**config.mk**
```make
export PLATFORM = sky130hd
export DESIGN_NAME = bmr_regs
export DESIGN_NICKNAME = d
export VERILOG_FILES = /design/src/bmr_pkg.sv /design/src/bmr_regs.sv
export SDC_FILE = /design/constraint.sdc
export NUM_CORES = 2
export LEC_CHECK = 0
export ABC_AREA = 1
export BUFFER_PORTS_ARGS = -buffer_cell sky130_fd_sc_hd__buf_2
export CAP_MARGIN = 10
export CELL_PAD_IN_SITES_DETAIL_PLACEMENT = 0
export CELL_PAD_IN_SITES_GLOBAL_PLACEMENT = 2
export CORE_ASPECT_RATIO = 0.5
export CORE_MARGIN = 2
export CORE_UTILIZATION = 40
export CTS_CLUSTER_DIAMETER = 40
export DETAILED_ROUTE_END_ITERATION = 10
export GPL_TIMING_DRIVEN = 0
export PLACE_DENSITY = 0.84
export SETUP_SLACK_MARGIN = 0.02
export SLEW_MARGIN = 20
export SYNTH_ARGS = -nofsm -noshare
export SYNTH_HDL_FRONTEND = slang
export SYNTH_SLANG_ARGS = --single-unit
```
**constraint.sdc**
```tcl
create_clock -name clk -period 3.65 [get_ports clk]
set_clock_uncertainty 0.05 [all_clocks]
set_input_delay 0.365 -clock clk [delete_from_list [all_inputs] [get_ports clk]]
set_output_delay 0.365 -clock clk [all_outputs]
set_load 0.005 [all_outputs]
```
**src/bmr_pkg.sv**
```systemverilog
// Constants shared by the battery monitor register layer: map, fields, timing.
// Assumes a 100 MHz core clock; the serial line protocol sits outside this block.
package bmr_pkg;
  // ****************************************************************
  // Register and memory map
  // ****************************************************************
  localparam logic [7:0] ADDR_PROT = 8'h00;
  localparam logic [7:0] ADDR_STAT = 8'h01;
  localparam logic [7:0] ADDR_EECTL = 8'h07;
  localparam logic [7:0] ADDR_SPEC = 8'h08;
  localparam logic [7:0] ADDR_VOLT_HI = 8'h0c;
  localparam logic [7:0] ADDR_VOLT_LO = 8'h0d;
  localparam logic [7:0] ADDR_CURR_HI = 8'h0e;
  localparam logic [7:0] ADDR_CURR_LO = 8'h0f;
  localparam logic [7:0] ADDR_ACC_HI = 8'h10;
  localparam logic [7:0] ADDR_ACC_LO = 8'h11;
  localparam logic [7:0] ADDR_TEMP_HI = 8'h18;
  localparam logic [7:0] ADDR_TEMP_LO = 8'h19;
  localparam logic [7:0] ADDR_EE_FIRST = 8'h20;
  localparam logic [7:0] ADDR_EE_LAST = 8'h3f;
  localparam logic [7:0] ADDR_SRAM_FIRST = 8'h80;
  localparam logic [7:0] ADDR_SRAM_LAST = 8'h8f;
  localparam int EE_BLOCK_BIT = 4;
  localparam logic [4:0] EE_PROT_DEFAULT = 5'h10;
  localparam logic [4:0] EE_STAT_DEFAULT = 5'h11;
  localparam logic [7:0] UNMAPPED_DATA = 8'h00;
  // ****************************************************************
  // Field positions and reset values
  // ****************************************************************
  localparam int PROT_HIGH_CELL = 7;
  localparam int PROT_LOW_CELL = 6;
  localparam int PROT_CHG_OC = 5;
  localparam int PROT_DIS_OC = 4;
  localparam int PROT_CC_N = 3;
  localparam int PROT_DC_N = 2;
  localparam int PROT_CHG_PERMIT = 1;
  localparam int PROT_DIS_PERMIT = 0;
  localparam int STAT_LSB = 3;
  localparam int STAT_IDLE_SLEEP = 5;
  localparam int EECTL_COPY_BUSY = 7;
  localparam int EECTL_LOCK_EN = 6;
  localparam int SPEC_PS_LATCH = 7;
  localparam int SPEC_PROG_IO = 6;
  localparam int VAL_SHIFT = 5;
  localparam logic signed [15:0] VOLT_LIMIT = 16'sh03ff;
  localparam logic signed [15:0] TEMP_LIMIT = 16'sh03f8;
  localparam logic [7:0] BYTE_RST = 8'h00;
  // ****************************************************************
  // Timing
  // ****************************************************************
  localparam int CLK_MHZ = 100;
  localparam int VOLT_PERIOD_US = 3400;
  localparam int CURR_PERIOD_US = 88000;
  localparam int TEMP_PERIOD_US = 220000;
  localparam int IDLE_LOW_US = 2000000;
  localparam int VOLT_CYC = VOLT_PERIOD_US * CLK_MHZ;
  localparam int CURR_CYC = CURR_PERIOD_US * CLK_MHZ;
  localparam int TEMP_CYC = TEMP_PERIOD_US * CLK_MHZ;
  localparam int IDLE_LOW_CYC = IDLE_LOW_US * CLK_MHZ;
  // ****************************************************************
  // Commands and modes
  // ****************************************************************
  typedef enum logic [2:0] {
    BMR_READ = 3'h0,
    BMR_WRITE = 3'h1,
    BMR_COPY = 3'h2,
    BMR_RECALL = 3'h3,
    BMR_LOCK = 3'h4,
    BMR_END = 3'h5
  } bmr_op_t;
  typedef enum logic {
    BMR_ACTIVE = 1'b0,
    BMR_SLEEP = 1'b1
  } bmr_mode_t;
endpackage

```
**src/bmr_regs.sv**
```systemverilog
// Register, shadow memory and control layer of a single-cell battery monitor.
// Assumes a decoded command port from a serial front end and sampled analog results.
`timescale 1ns/1ps
module bmr_regs #(
  parameter int unsigned VOLT_CYCLES = bmr_pkg::VOLT_CYC,
  parameter int unsigned CURR_CYCLES = bmr_pkg::CURR_CYC,
  parameter int unsigned TEMP_CYCLES = bmr_pkg::TEMP_CYC,
  parameter int unsigned IDLE_LOW_CYCLES = bmr_pkg::IDLE_LOW_CYC,
  parameter int unsigned COPY_CYCLES = 100
) (
  input wire logic clk,
  input wire logic rst_n,
  input wire logic cmd_valid,
  input wire bmr_pkg::bmr_op_t cmd_op,
  input wire logic [7:0] cmd_addr,
  input wire logic [7:0] cmd_wdata,
  output logic [7:0] rd_data,
  output logic rd_valid,
  input wire logic signed [15:0] cell_voltage_input,
  input wire logic signed [15:0] temp_sample,
  input wire logic [15:0] current_sample,
  input wire logic cond_high_cell,
  input wire logic cond_low_cell,
  input wire logic cond_chg_oc,
  input wire logic cond_dis_oc,
  input wire logic one_wire_line,
  input wire logic power_switch_sense,
  input wire logic prog_io_in,
  output logic prog_io_out,
  output logic prog_io_oe,
  output logic charge_fet_ctrl_n,
  output logic discharge_fet_ctrl_n,
  output logic sleep_mode
);
  localparam int VW = $clog2(VOLT_CYCLES);
  localparam int CW = $clog2(CURR_CYCLES);
  localparam int TW = $clog2(TEMP_CYCLES);
  localparam int LW = $clog2(IDLE_LOW_CYCLES + 1);
  localparam int KW = $clog2(COPY_CYCLES + 1);

  generate
    if (VOLT_CYCLES < 2 || CURR_CYCLES < 2 || TEMP_CYCLES < 2 || IDLE_LOW_CYCLES < 1
        || COPY_CYCLES < 1)
    begin : g_bad
      $error("bmr_regs: cycle counts too small");
    end
  endgenerate

  // ****************************************************************
  // State
  // ****************************************************************
  // Pin index 0: serial line, 1: power switch sense, 2: prog_io pad
  typedef struct packed {
    logic [2:0] s1;
    logic [2:0] s2;
    logic [2:0] s3;
    logic [2:0] filt;
    bmr_pkg::bmr_mode_t mode;
    logic [VW-1:0] vcnt;
    logic [CW-1:0] ccnt;
    logic [TW-1:0] tcnt;
    logic [LW-1:0] lcnt;
    logic [15:0] volt;
    logic [15:0] curr;
    logic [15:0] temp;
    logic [15:0] acc;
    logic [3:0] flags;
    logic chg_permit;
    logic dis_permit;
    logic [2:0] stat;
    logic lock_en;
    logic [1:0] locked;
    logic [KW-1:0] busy;
    logic ps_latch;
    logic pio_bit;
    logic [31:0][7:0] shadow;
    logic [31:0][7:0] nvm;
    logic [15:0][7:0] sram;
    logic hold_v;
    logic [7:0] hold_addr;
    logic [7:0] hold_lo;
    logic [7:0] rd_data;
    logic rd_valid;
    logic cc_n;
    logic dc_n;
    logic pio_oe;
  } bmr_state_t;

  bmr_state_t q;
  bmr_state_t n;

  function automatic logic [10:0] bmr_sat(input logic signed [15:0] v,
                                          input logic signed [15:0] lim);
    logic signed [15:0] r;
    r = v;
    if (v > lim)
    begin
      r = lim;
    end
    else if (v < -lim)
    begin
      r = -lim;
    end
    return r[10:0];
  endfunction

  logic line_long;
  logic v_tick;
  logic t_tick;
  logic c_tick;
  logic is_wr;
  logic is_rd;
  logic ee_hit;
  logic ee_blk;
  logic [7:0] rv;

  assign line_long = (q.lcnt == LW'(IDLE_LOW_CYCLES));
  assign v_tick = (q.vcnt == VW'(VOLT_CYCLES - 1));
  assign c_tick = (q.ccnt == CW'(CURR_CYCLES - 1));
  assign t_tick = (q.tcnt == TW'(TEMP_CYCLES - 1));
  assign is_wr = cmd_valid && (cmd_op == bmr_pkg::BMR_WRITE);
  assign is_rd = cmd_valid && (cmd_op == bmr_pkg::BMR_READ);
  assign ee_hit = (cmd_addr >= bmr_pkg::ADDR_EE_FIRST) && (cmd_addr <= bmr_pkg::ADDR_EE_LAST);
  assign ee_blk = cmd_addr[bmr_pkg::EE_BLOCK_BIT];

  // ****************************************************************
  // Next state
  // ****************************************************************
  always_comb
  begin
    n = q;
    rv = bmr_pkg::UNMAPPED_DATA;
    n.rd_valid = 1'b0;
    // Pads are asynchronous: a level counts once stages two and three agree
    n.s1 = {prog_io_in, power_switch_sense, one_wire_line};
    n.s2 = q.s1;
    n.s3 = q.s2;
    for (int i = 0; i < 3; i++)
    begin
      if (q.s2[i] == q.s3[i])
      begin
        n.filt[i] = q.s3[i];
      end
    end

    // Measurement refresh
    n.vcnt = v_tick ? '0 : q.vcnt + 1'b1;
    n.ccnt = c_tick ? '0 : q.ccnt + 1'b1;
    n.tcnt = t_tick ? '0 : q.tcnt + 1'b1;
    if (v_tick)
    begin
      n.volt = {bmr_sat(cell_voltage_input, bmr_pkg::VOLT_LIMIT), 5'h00};
    end
    if (c_tick)
    begin
      n.curr = current_sample;
    end
    if (t_tick)
    begin
      n.temp = {bmr_sat(temp_sample, bmr_pkg::TEMP_LIMIT), 5'h00};
    end

    // Serial line held low: saturating counter, cleared by any high
    if (q.filt[0])
    begin
      n.lcnt = '0;
    end
    else if (!line_long)
    begin
      n.lcnt = q.lcnt + 1'b1;
    end

    if (q.busy != '0)
    begin
      n.busy = q.busy - 1'b1;
    end

    // Host commands; register writes first so hardware sets below win
    if (is_rd)
    begin
      if (cmd_addr == bmr_pkg::ADDR_PROT)
      begin
        rv = {q.flags, q.cc_n, q.dc_n, q.chg_permit, q.dis_permit};
      end
      else if (cmd_addr == bmr_pkg::ADDR_STAT)
      begin
        rv = {2'b00, q.stat, 3'b000};
      end
      else if (cmd_addr == bmr_pkg::ADDR_EECTL)
      begin
        rv = {(q.busy != '0), q.lock_en, 4'h0, q.locked};
      end
      else if (cmd_addr == bmr_pkg::ADDR_SPEC)
      begin
        rv = {q.ps_latch, q.filt[2], 6'h00};
      end
      else if (q.hold_v && cmd_addr == q.hold_addr + 8'h01)
      begin
        rv = q.hold_lo;
      end
      else if (cmd_addr == bmr_pkg::ADDR_VOLT_HI || cmd_addr == bmr_pkg::ADDR_CURR_HI
               || cmd_addr == bmr_pkg::ADDR_ACC_HI || cmd_addr == bmr_pkg::ADDR_TEMP_HI)
      begin
        // Both bytes captured together so a refresh between them cannot tear
        n.hold_v = 1'b1;
        n.hold_addr = cmd_addr;
        if (cmd_addr == bmr_pkg::ADDR_VOLT_HI)
        begin
          {rv, n.hold_lo} = q.volt;
        end
        else if (cmd_addr == bmr_pkg::ADDR_CURR_HI)
        begin
          {rv, n.hold_lo} = q.curr;
        end
        else if (cmd_addr == bmr_pkg::ADDR_ACC_HI)
        begin
          {rv, n.hold_lo} = q.acc;
        end
        else
        begin
          {rv, n.hold_lo} = q.temp;
        end
      end
      else if (cmd_addr == bmr_pkg::ADDR_VOLT_LO)
      begin
        rv = q.volt[7:0];
      end
      else if (cmd_addr == bmr_pkg::ADDR_CURR_LO)
      begin
        rv = q.curr[7:0];
      end
      else if (cmd_addr == bmr_pkg::ADDR_ACC_LO)
      begin
        rv = q.acc[7:0];
      end
      else if (cmd_addr == bmr_pkg::ADDR_TEMP_LO)
      begin
        rv = q.temp[7:0];
      end
      else if (ee_hit)
      begin
        rv = q.shadow[cmd_addr[4:0]];
      end
      else if (cmd_addr >= bmr_pkg::ADDR_SRAM_FIRST && cmd_addr <= bmr_pkg::ADDR_SRAM_LAST)
      begin
        rv = q.sram[cmd_addr[3:0]];
      end
      n.rd_data = rv;
      n.rd_valid = 1'b1;
    end
    else if (is_wr)
    begin
      if (cmd_addr == bmr_pkg::ADDR_PROT)
      begin
        n.flags = q.flags & cmd_wdata[7:4];
        n.chg_permit = cmd_wdata[bmr_pkg::PROT_CHG_PERMIT];
        n.dis_permit = cmd_wdata[bmr_pkg::PROT_DIS_PERMIT];
      end
      else if (cmd_addr == bmr_pkg::ADDR_EECTL)
      begin
        n.lock_en = cmd_wdata[bmr_pkg::EECTL_LOCK_EN];
      end
      else if (cmd_addr == bmr_pkg::ADDR_SPEC)
      begin
        if (cmd_wdata[bmr_pkg::SPEC_PS_LATCH])
        begin
          n.ps_latch = 1'b1;
        end
        n.pio_bit = cmd_wdata[bmr_pkg::SPEC_PROG_IO];
      end
      else if (cmd_addr == bmr_pkg::ADDR_ACC_HI)
      begin
        n.acc[15:8] = cmd_wdata;
      end
      else if (cmd_addr == bmr_pkg::ADDR_ACC_LO)
      begin
        n.acc[7:0] = cmd_wdata;
      end
      else if (ee_hit)
      begin
        // Locked blocks and an ongoing copy drop the write silently
        if (!q.locked[ee_blk] && q.busy == '0)
        begin
          n.shadow[cmd_addr[4:0]] = cmd_wdata;
        end
      end
      else if (cmd_addr >= bmr_pkg::ADDR_SRAM_FIRST && cmd_addr <= bmr_pkg::ADDR_SRAM_LAST)
      begin
        n.sram[cmd_addr[3:0]] = cmd_wdata;
      end
    end
    else if (cmd_valid && cmd_op == bmr_pkg::BMR_COPY)
    begin
      if (!q.locked[ee_blk] && q.busy == '0)
      begin
        for (int i = 0; i < 16; i++)
        begin
          n.nvm[{ee_blk, 4'(i)}] = q.shadow[{ee_blk, 4'(i)}];
        end
        n.busy = KW'(COPY_CYCLES);
      end
    end
    else if (cmd_valid && cmd_op == bmr_pkg::BMR_RECALL)
    begin
      for (int i = 0; i < 16; i++)
      begin
        n.shadow[{ee_blk, 4'(i)}] = q.nvm[{ee_blk, 4'(i)}];
      end
      if (ee_blk)
      begin
        n.chg_permit = q.nvm[bmr_pkg::EE_PROT_DEFAULT][bmr_pkg::PROT_CHG_PERMIT];
        n.dis_permit = q.nvm[bmr_pkg::EE_PROT_DEFAULT][bmr_pkg::PROT_DIS_PERMIT];
        n.stat = q.nvm[bmr_pkg::EE_STAT_DEFAULT][bmr_pkg::STAT_IDLE_SLEEP:bmr_pkg::STAT_LSB];
      end
    end
    else if (cmd_valid && cmd_op == bmr_pkg::BMR_LOCK)
    begin
      if (q.lock_en)
      begin
        n.locked[ee_blk] = 1'b1;
        n.lock_en = 1'b0;
      end
    end
    else if (cmd_valid && cmd_op == bmr_pkg::BMR_END)
    begin
      n.hold_v = 1'b0;
    end

    // Protection flags: a condition in the clearing cycle keeps the flag
    n.flags = n.flags | {cond_high_cell, cond_low_cell, cond_chg_oc, cond_dis_oc};

    // Sleep and wake
    case (q.mode)
      bmr_pkg::BMR_ACTIVE:
      begin
        if (!q.filt[1])
        begin
          n.ps_latch = 1'b0;
        end
        if (cond_low_cell || (line_long && q.stat[bmr_pkg::STAT_IDLE_SLEEP - bmr_pkg::STAT_LSB]))
        begin
          n.mode = bmr_pkg::BMR_SLEEP;
        end
      end
      default:
      begin
        if (!q.filt[1] || (q.filt[0] && q.stat[bmr_pkg::STAT_IDLE_SLEEP - bmr_pkg::STAT_LSB]))
        begin
          n.mode = bmr_pkg::BMR_ACTIVE;
          n.chg_permit = 1'b1;
          n.dis_permit = 1'b1;
        end
      end
    endcase

    // Sleep or a long low line overrides any host setting of prog_io
    if (n.mode == bmr_pkg::BMR_SLEEP || line_long)
    begin
      n.pio_bit = 1'b1;
    end
    n.pio_oe = !n.pio_bit;

    n.cc_n = cond_high_cell || cond_low_cell || cond_chg_oc || !n.chg_permit
             || (n.mode == bmr_pkg::BMR_SLEEP);
    n.dc_n = cond_low_cell || cond_chg_oc || cond_dis_oc || !n.dis_permit
             || (n.mode == bmr_pkg::BMR_SLEEP);
  end

  always_ff @(posedge clk or negedge rst_n)
  begin
    if (!rst_n)
    begin
      q <= '0;
      q.s1 <= 3'h7;
      q.s2 <= 3'h7;
      q.s3 <= 3'h7;
      q.filt <= 3'h7;
      q.mode <= bmr_pkg::BMR_ACTIVE;
      q.chg_permit <= 1'b1;
      q.dis_permit <= 1'b1;
      q.ps_latch <= 1'b1;
      q.pio_bit <= 1'b1;
    end
    else
    begin
      q <= n;
    end
  end

  assign rd_data = q.rd_data;
  assign rd_valid = q.rd_valid;
  assign prog_io_out = 1'b0;
  assign prog_io_oe = q.pio_oe;
  assign charge_fet_ctrl_n = q.cc_n;
  assign discharge_fet_ctrl_n = q.dc_n;
  assign sleep_mode = q.mode;
endmodule

```
### Word-level counts from Yosys, hierarchy flattened

Cells that the tools add are included.

| storage, ports and cells | value |
|---|---|
| register bits after elaboration | 853 |
| bits of input ports | 77 |
| output and inout bits | 14 |
| logic and storage cells | 524 |

| operators by class | value |
|---|---|
| add/sub/neg operators | 6 |
| $lt $le $gt $ge | 46 |
| equal/unequal tests | 45 |
| multiplexer cells | 232 |
| bitwise operators | 15 |
| reduce and logical (&&, ||, !) cells | 67 |

Operators with widths:

| kind | count |
|---|---|
| 256-bit bitwise mux | 33 |
| 256-bit two-way mux | 11 |
| 128-bit two-way mux | 8 |
| 8-bit two-way mux | 103 |
| 661-bit two-way mux | 1 |
| 258-bit two-way mux | 2 |
| 128-bit bitwise mux | 1 |
| 8-bit demux with 1-bit select | 16 |
| 5-bit by 6-bit less-than comparator with 1-bit output (second input constant) | 17 |
| 17-bit two-way mux | 6 |
| 5-bit by 1-bit >= comparator with 1-bit output (second input constant) | 17 |
| 28-bit two-way mux | 2 |
| 11-bit two-way mux | 4 |
| 8-bit binary-select mux with 5-bit select | 1 |
| 8-bit demux with 5-bit select | 1 |
| 8-bit by 4-bit equality test with 1-bit output (second input constant) | 5 |
| 8-bit binary-select mux with 4-bit select | 1 |
| 8-bit demux with 4-bit select | 1 |
| 8-bit by 5-bit equality test with 1-bit output (second input constant) | 4 |
| 16-bit by 11-bit greater-than comparator with 1-bit output (second input constant) | 2 |
| 16-bit by 11-bit less-than comparator with 1-bit output (second input constant) | 2 |
| 2-bit inequality test (second input constant) | 16 |
| 1-bit logical AND | 31 |
| 28-bit by 1-bit adder with 28-bit output (second input constant) | 1 |
| other kinds (55) | 125 |

### Depth between registers and ports, before layout

| depth | value |
|---|---|
| depth after elaboration | 29 |
| gate-level depth with buffers | 22 |
| depth with buffers taken out | 20 |

### Worst setup path after synthesis

OpenSTA, ideal clock, no wires.

| timing | value |
|---|---|
| kind | input port to flip-flop |
| start point | input cmd_addr[1] |
| end point | register q[18] (netlist bit) |
| setup time | 0.120 ns |
| arrival time | 2.196 ns |
| required time | 3.480 ns |
| path slack | 1.284 ns |
| stages on the path | 12 |
| buffers on the path | 2 |
| cell sequence | buf_2 -> inv_4 -> nand2_2 -> nor2_1 -> nand2_1 -> nor2_1 -> nor2_1 -> o21ai_2 -> nand3_2 -> buf_2 -> o21ai_0 -> inv_1 |

| on the way | value |
|---|---|
| cells in the longest elaborated chain, start to end | 5 |
| elaborated cells between the ends (all ways) | 22 |
| those cells by class | eq/ne: 8; mux: 3; bitwise: 5; reduce/logical: 6 |

Ends and longest elaborated chain:

| element | line | source |
|---|---|---|
| start, declared | bmr_regs.sv:15 | `input wire logic [7:0] cmd_addr,` |
| 8-bit by 4-bit equality test with 1-bit output (on tied branches) | bmr_regs.sv:201, bmr_regs.sv:207, bmr_regs.sv:211 |  |
| 1-bit logical OR | bmr_regs.sv:201 | `else if (cmd_addr == bmr_pkg::ADDR_VOLT_HI \|\| cmd_addr == bmr_pkg::ADDR_CURR_HI` |
| 1-bit logical OR (2 in series) | bmr_regs.sv:202 | `\|\| cmd_addr == bmr_pkg::ADDR_ACC_HI \|\| cmd_addr == bmr_pkg::ADDR_TEMP_HI)` |
| 7-bit AND reduction (no source line) | -- |  |
| end signal, assigned | bmr_regs.sv:386 | `q <= n;` |
| end, declared | bmr_regs.sv:89 | `bmr_state_t q;` |

Several ways; a longest one is shown, not always the timed one.
A chain may end at the register's enable or synchronous reset.

### Worst setup path after layout

| timing | value |
|---|---|
| start point | input cmd_addr[2] |
| end point | register q, in the netlist rd_data[3] |

| on the way | value |
|---|---|
| cells in the longest elaborated chain, start to end | 14 |
| elaborated cells between the ends (all ways) | 42 |
| those cells by class | order compare: 4; eq/ne: 12; mux: 19; reduce/logical: 7 |

Ends and longest elaborated chain:

| element | line | source |
|---|---|---|
| 8-bit >= comparator, or another cell as far along | bmr_regs.sv:244 | `else if (cmd_addr >= bmr_pkg::ADDR_SRAM_FIRST && cmd_addr <= bmr_pkg::ADDR_SRAM_LAST)` |
| 1-bit logical AND or 8-bit two-way mux (tied branches) | bmr_regs.sv:244, bmr_regs.sv:246 |  |
| 8-bit two-way mux | bmr_regs.sv:244 |  |
| 8-bit two-way mux | bmr_regs.sv:240 | `else if (ee_hit)` |
| 8-bit two-way mux | bmr_regs.sv:236 | `else if (cmd_addr == bmr_pkg::ADDR_TEMP_LO)` |
| 8-bit two-way mux | bmr_regs.sv:232 | `else if (cmd_addr == bmr_pkg::ADDR_ACC_LO)` |
| 8-bit two-way mux | bmr_regs.sv:228 | `else if (cmd_addr == bmr_pkg::ADDR_CURR_LO)` |
| 8-bit two-way mux | bmr_regs.sv:224 | `else if (cmd_addr == bmr_pkg::ADDR_VOLT_LO)` |
| 8-bit two-way mux | bmr_regs.sv:201 |  |
| 8-bit two-way mux | bmr_regs.sv:197 | `else if (q.hold_v && cmd_addr == q.hold_addr + 8'h01)` |
| 8-bit two-way mux | bmr_regs.sv:193 | `else if (cmd_addr == bmr_pkg::ADDR_SPEC)` |
| 8-bit two-way mux | bmr_regs.sv:189 | `else if (cmd_addr == bmr_pkg::ADDR_EECTL)` |
| 8-bit two-way mux | bmr_regs.sv:185 | `else if (cmd_addr == bmr_pkg::ADDR_STAT)` |
| 8-bit two-way mux (*) | bmr_regs.sv:181 | `if (cmd_addr == bmr_pkg::ADDR_PROT)` |

Mark *: on every way between the ends. The rest lies on a longest branch, timed or not. The select of a mux whose other input is x is not followed.

==> results.py <==
metrics = {
    "run_status": {
        "outcome": "complete, but fails checks",
        "violations": "setup timing",
    },
    "timing": {
        "period_needed_ns": 3.84,
        "whs_ns": 0.0639,
        "finalSetupViolCount": 3,
        "relSlewSlack_pct": 14.8,
        "setup_tns_ns": -0.342,
        "finalHoldViolCount": 0,
        "final_max_slew_viol_count": 0,
        "finalWorstSetupSlack_ns": -0.193,
        "fin_crit_sh_pct": 105,
        "worstMarginPinSlew_ns": 1.28,
        "rsz0062_at_grt": "false",
        "fmax_ghz": 0.260,
    },
    "clock_tree": {
        "cts_buffers": 100,
        "cts_buffer_depth": 3,
        "cts_tree": "built",
        "clock_sinks": 853,
        "cts_root_buf": "clkbuf_16",
        "htreeDepth": 3,
        "clk_pin_slew_worst_paths_ns": 0.06,
        "insertion_delay_ns": 0.75,
    },
    "routing": {
        "drcViolationCount": 0,
        "firstDrtPassIters": 7,
        "drt_wl_total_um": 164000,
        "via_per_inst": 5.63,
        "drt-initial-drc-count": 4419,
        "drt-wirelength-per-cell_um": 24.6,
        "ant_nets": 0,
        "routed-via-count": 37400,
    },
    "synth": {
        "synth.net_count": 5060,
        "syn-instance-count": 4975,
        "synthTopCellsByArea": "dfrtp_1, o21ai_0, nand2_1, inv_1, nor2_1",
        "async_flop_share_pct": 100,
        "yosysSeqAreaShare_pct": 53.6,
        "synth_area_sq_um": 39800,
        "yosysWarnings": 0,
        "yosys.area.top_type": "dfrtp_1",
        "synth_ff_type": "dfrtp_1",
        "synth_top_area_share_pct": 52.6,
        "synthDistinctLibCells": 57,
        "ys_seq_elements": 853,
        "synth_edf_count": 0,
        "syn_avg_cell_area_sq_um": 8.01,
    },
    "cells_and_area": {
        "final_layout_size_suffix_gt1_share_pct": 8.33,
        "syn_to_final_growth_pct": 16.7,
        "final_util_pct": 47.3,
        "final_nets": 5314,
    },
    "global_route": {
        "first_global_vias": 35600,
        "grt_start_max_net_pins": 134,
        "overflow": 0,
        "grt_pass1_wl_um": 238000,
        "grt_usage_pct": 31.8,
        "antenna_found_initial": 13,
    },
    "floorplanning": {
        "rows": 81,
        "die_area_sq_um": 102000,
        "die_h_um": 227,
        "ioPinCount": 91,
        "floorplan.initialDensity_pct": 40.6,
        "die_w_um": 450,
        "core-area_sq_um": 98200,
    },
    "setup_path": {
        "crit_top_cell": "nand2_1",
        "critPathSlowestCell": "clkbuf_1",
        "crit_required_ns": 4.21,
        "critPathLaunchType": "primary input",
        "endpoint_kind": "flop",
        "cpPeakStageDelay_ns": 1.00,
        "worstPathCellList": "buf_2, inv_1, nor2_2, clkbuf_1, o21ai_0, and3_1, nand2_1, nand3_1, nand2_1, nand3_1, nor2_1, o21ai_0, nand2_1, nand2_1",
        "crit_type": "primary input to flop",
        "arrival_ns": 4.40,
        "cp_max_fo": 10,
    },
    "placement": {
        "port_buffers": 87,
        "gp_congestion": 0.963,
        "dp_hpwl_um": 114000,
        "pre_cts_ws_ns": -1.40,
    },
    "power": {
        "vdd_ir_drop_max_uv": 331,
        "pwr_density_cell_nw_per_um2": 508,
        "p_leak_nw": 20.6,
    },
    "worst_hold_path": {
        "hp-class": "primary input to flop",
    },
    "run": {
        "maxCapViolations": 0,
    },
}
==> cell usage in the layout, fill, tap and decap left out, types with 7 or more instances in the layout <==
cell	instances
o21ai_0	1064
ha_1	8
dfstp_2	16
buf_16	7
nor2_2	7
dfrtp_1	837
clkbuf_16	101
a21oi_1	117
nor3_1	62
clkbuf_2	43
dlygate4sd3_1	55
clkinv_2	8
nand2_1	1317
buf_2	126
nor2_1	280
nand3_1	82
o22ai_1	136
bufinv_16	11
clkinv_4	10
nor4_1	28
inv_1	546
a22oi_1	29
clkbuf_1	174
buf_4	12
a211oi_1	9
nand4_1	31
buf_1	7
clkinvlp_4	13
clkbuf_8	13
o221ai_1	13
xor2_1	23
a21oi_2	23
xnor2_1	8
==> worst max-delay path, delay by kind of cell <==
family	cells	cell delay, ns
compound gates	2	0.66
simple gates	9	1.89
buf+inv	3	1.46
==> kinds of logic (layout without fill, tap and decap cells) <==
group / Yosys count / in the layout / share of synthesized area [%]
simple gates: 1839 / 1839 / 18.4
compound gates: 1423 / 1423 / 19.0
flops: 853 / 853 / 53.6
buf+inv: 811 / 1151 / 7.85
xor+xnor: 31 / 31 / 0.681
fa+ha+maj: 11 / 11 / 0.327
mux: 6 / 6 / 0.151
other cells: 1 / 6 / 0.00941
==> metrics by stage <==
stage                     total power, mW  area [sq um]  std cells
after floorplan                      11.6         39800       4975
after global placement               12.8         41900       6390
after detailed placement             12.8         42200       6400
after CTS                            23.6         46400       6643
after global routing                 24.4         46500       6643
final                                23.6         46500       6648
==> synthesized netlist by cell type (all sizes together) (8+ instances only) <==
cell / number
nor4: 30
nor3: 64
a21oi: 142
a22oi: 29
ha: 8
clkbuf: 204
nor2: 291
buf: 55
nand4: 31
o22ai: 136
nand2: 1323
xor2: 23
inv: 549
xnor2: 8
dfstp: 16
nand3: 84
o221ai: 13
dfrtp: 837
o21ai: 1068
a211oi: 9
==> area by class of cell <==
type	instances	area, sq um
fillers	9674	51700
flip-flops and latches	853	21400
repair buffers	152	1220
plain buffers	259	1120
diodes	5	12.5
clock inverters	58	763
well taps	1328	1660
inverters	552	2070
multi-input cells	3311	15500
clock buffers	130	2770
==> timing repair <==
item,CTS,global route
gates resized for setup,44,23
hold buffers,55,0
setup buffers,0,0
setup endpoints to repair,372,423
hold endpoints to repair,325,0
==> power by group <==
| group | switching [mW] | total (mW) | internal, mW |
|---|---|---|---|
| Combinational | 1.80 | 2.42 | 0.620 |
| Clock | 4.59 | 10.8 | 6.23 |
| Sequential | 0.332 | 10.4 | 10.1 |
| Total | 6.72 | 23.6 | 16.9 |
==> worst paths after layout <==
| path | to | from | cells past startpoint | slack, ns |
|---|---|---|---|---|
| worst min-delay path | q[684] | cmd_wdata[0] | 3 | 0.06 |
| max in group asynchronous | q[728] | rst_n | 6 | 0.94 |
| min in group asynchronous | async pin | rst_n | 2 | 0.07 |
| worst max-delay path | rd_data[3] | cmd_addr[2] | 14 | -0.19 |
| worst max register to register | flop | q[674] | 12 | 0.28 |
| worst min register to register | n[854] | n[857] | 0 | 0.30 |
==> per-layer routing <==
metal | GRT usage [%] | part of all wire [%] | up-vias
met5 | 0 | 0.033 | -
met4 | 10.1 | 3.3 | 10
met3 | 10.9 | 12 | 341
met2 | 44.2 | 40 | 1691
met1 | 46.1 | 45 | 18500
li1 | - | - | 16800
No activity file was read; power rests on OpenSTA's default activity.
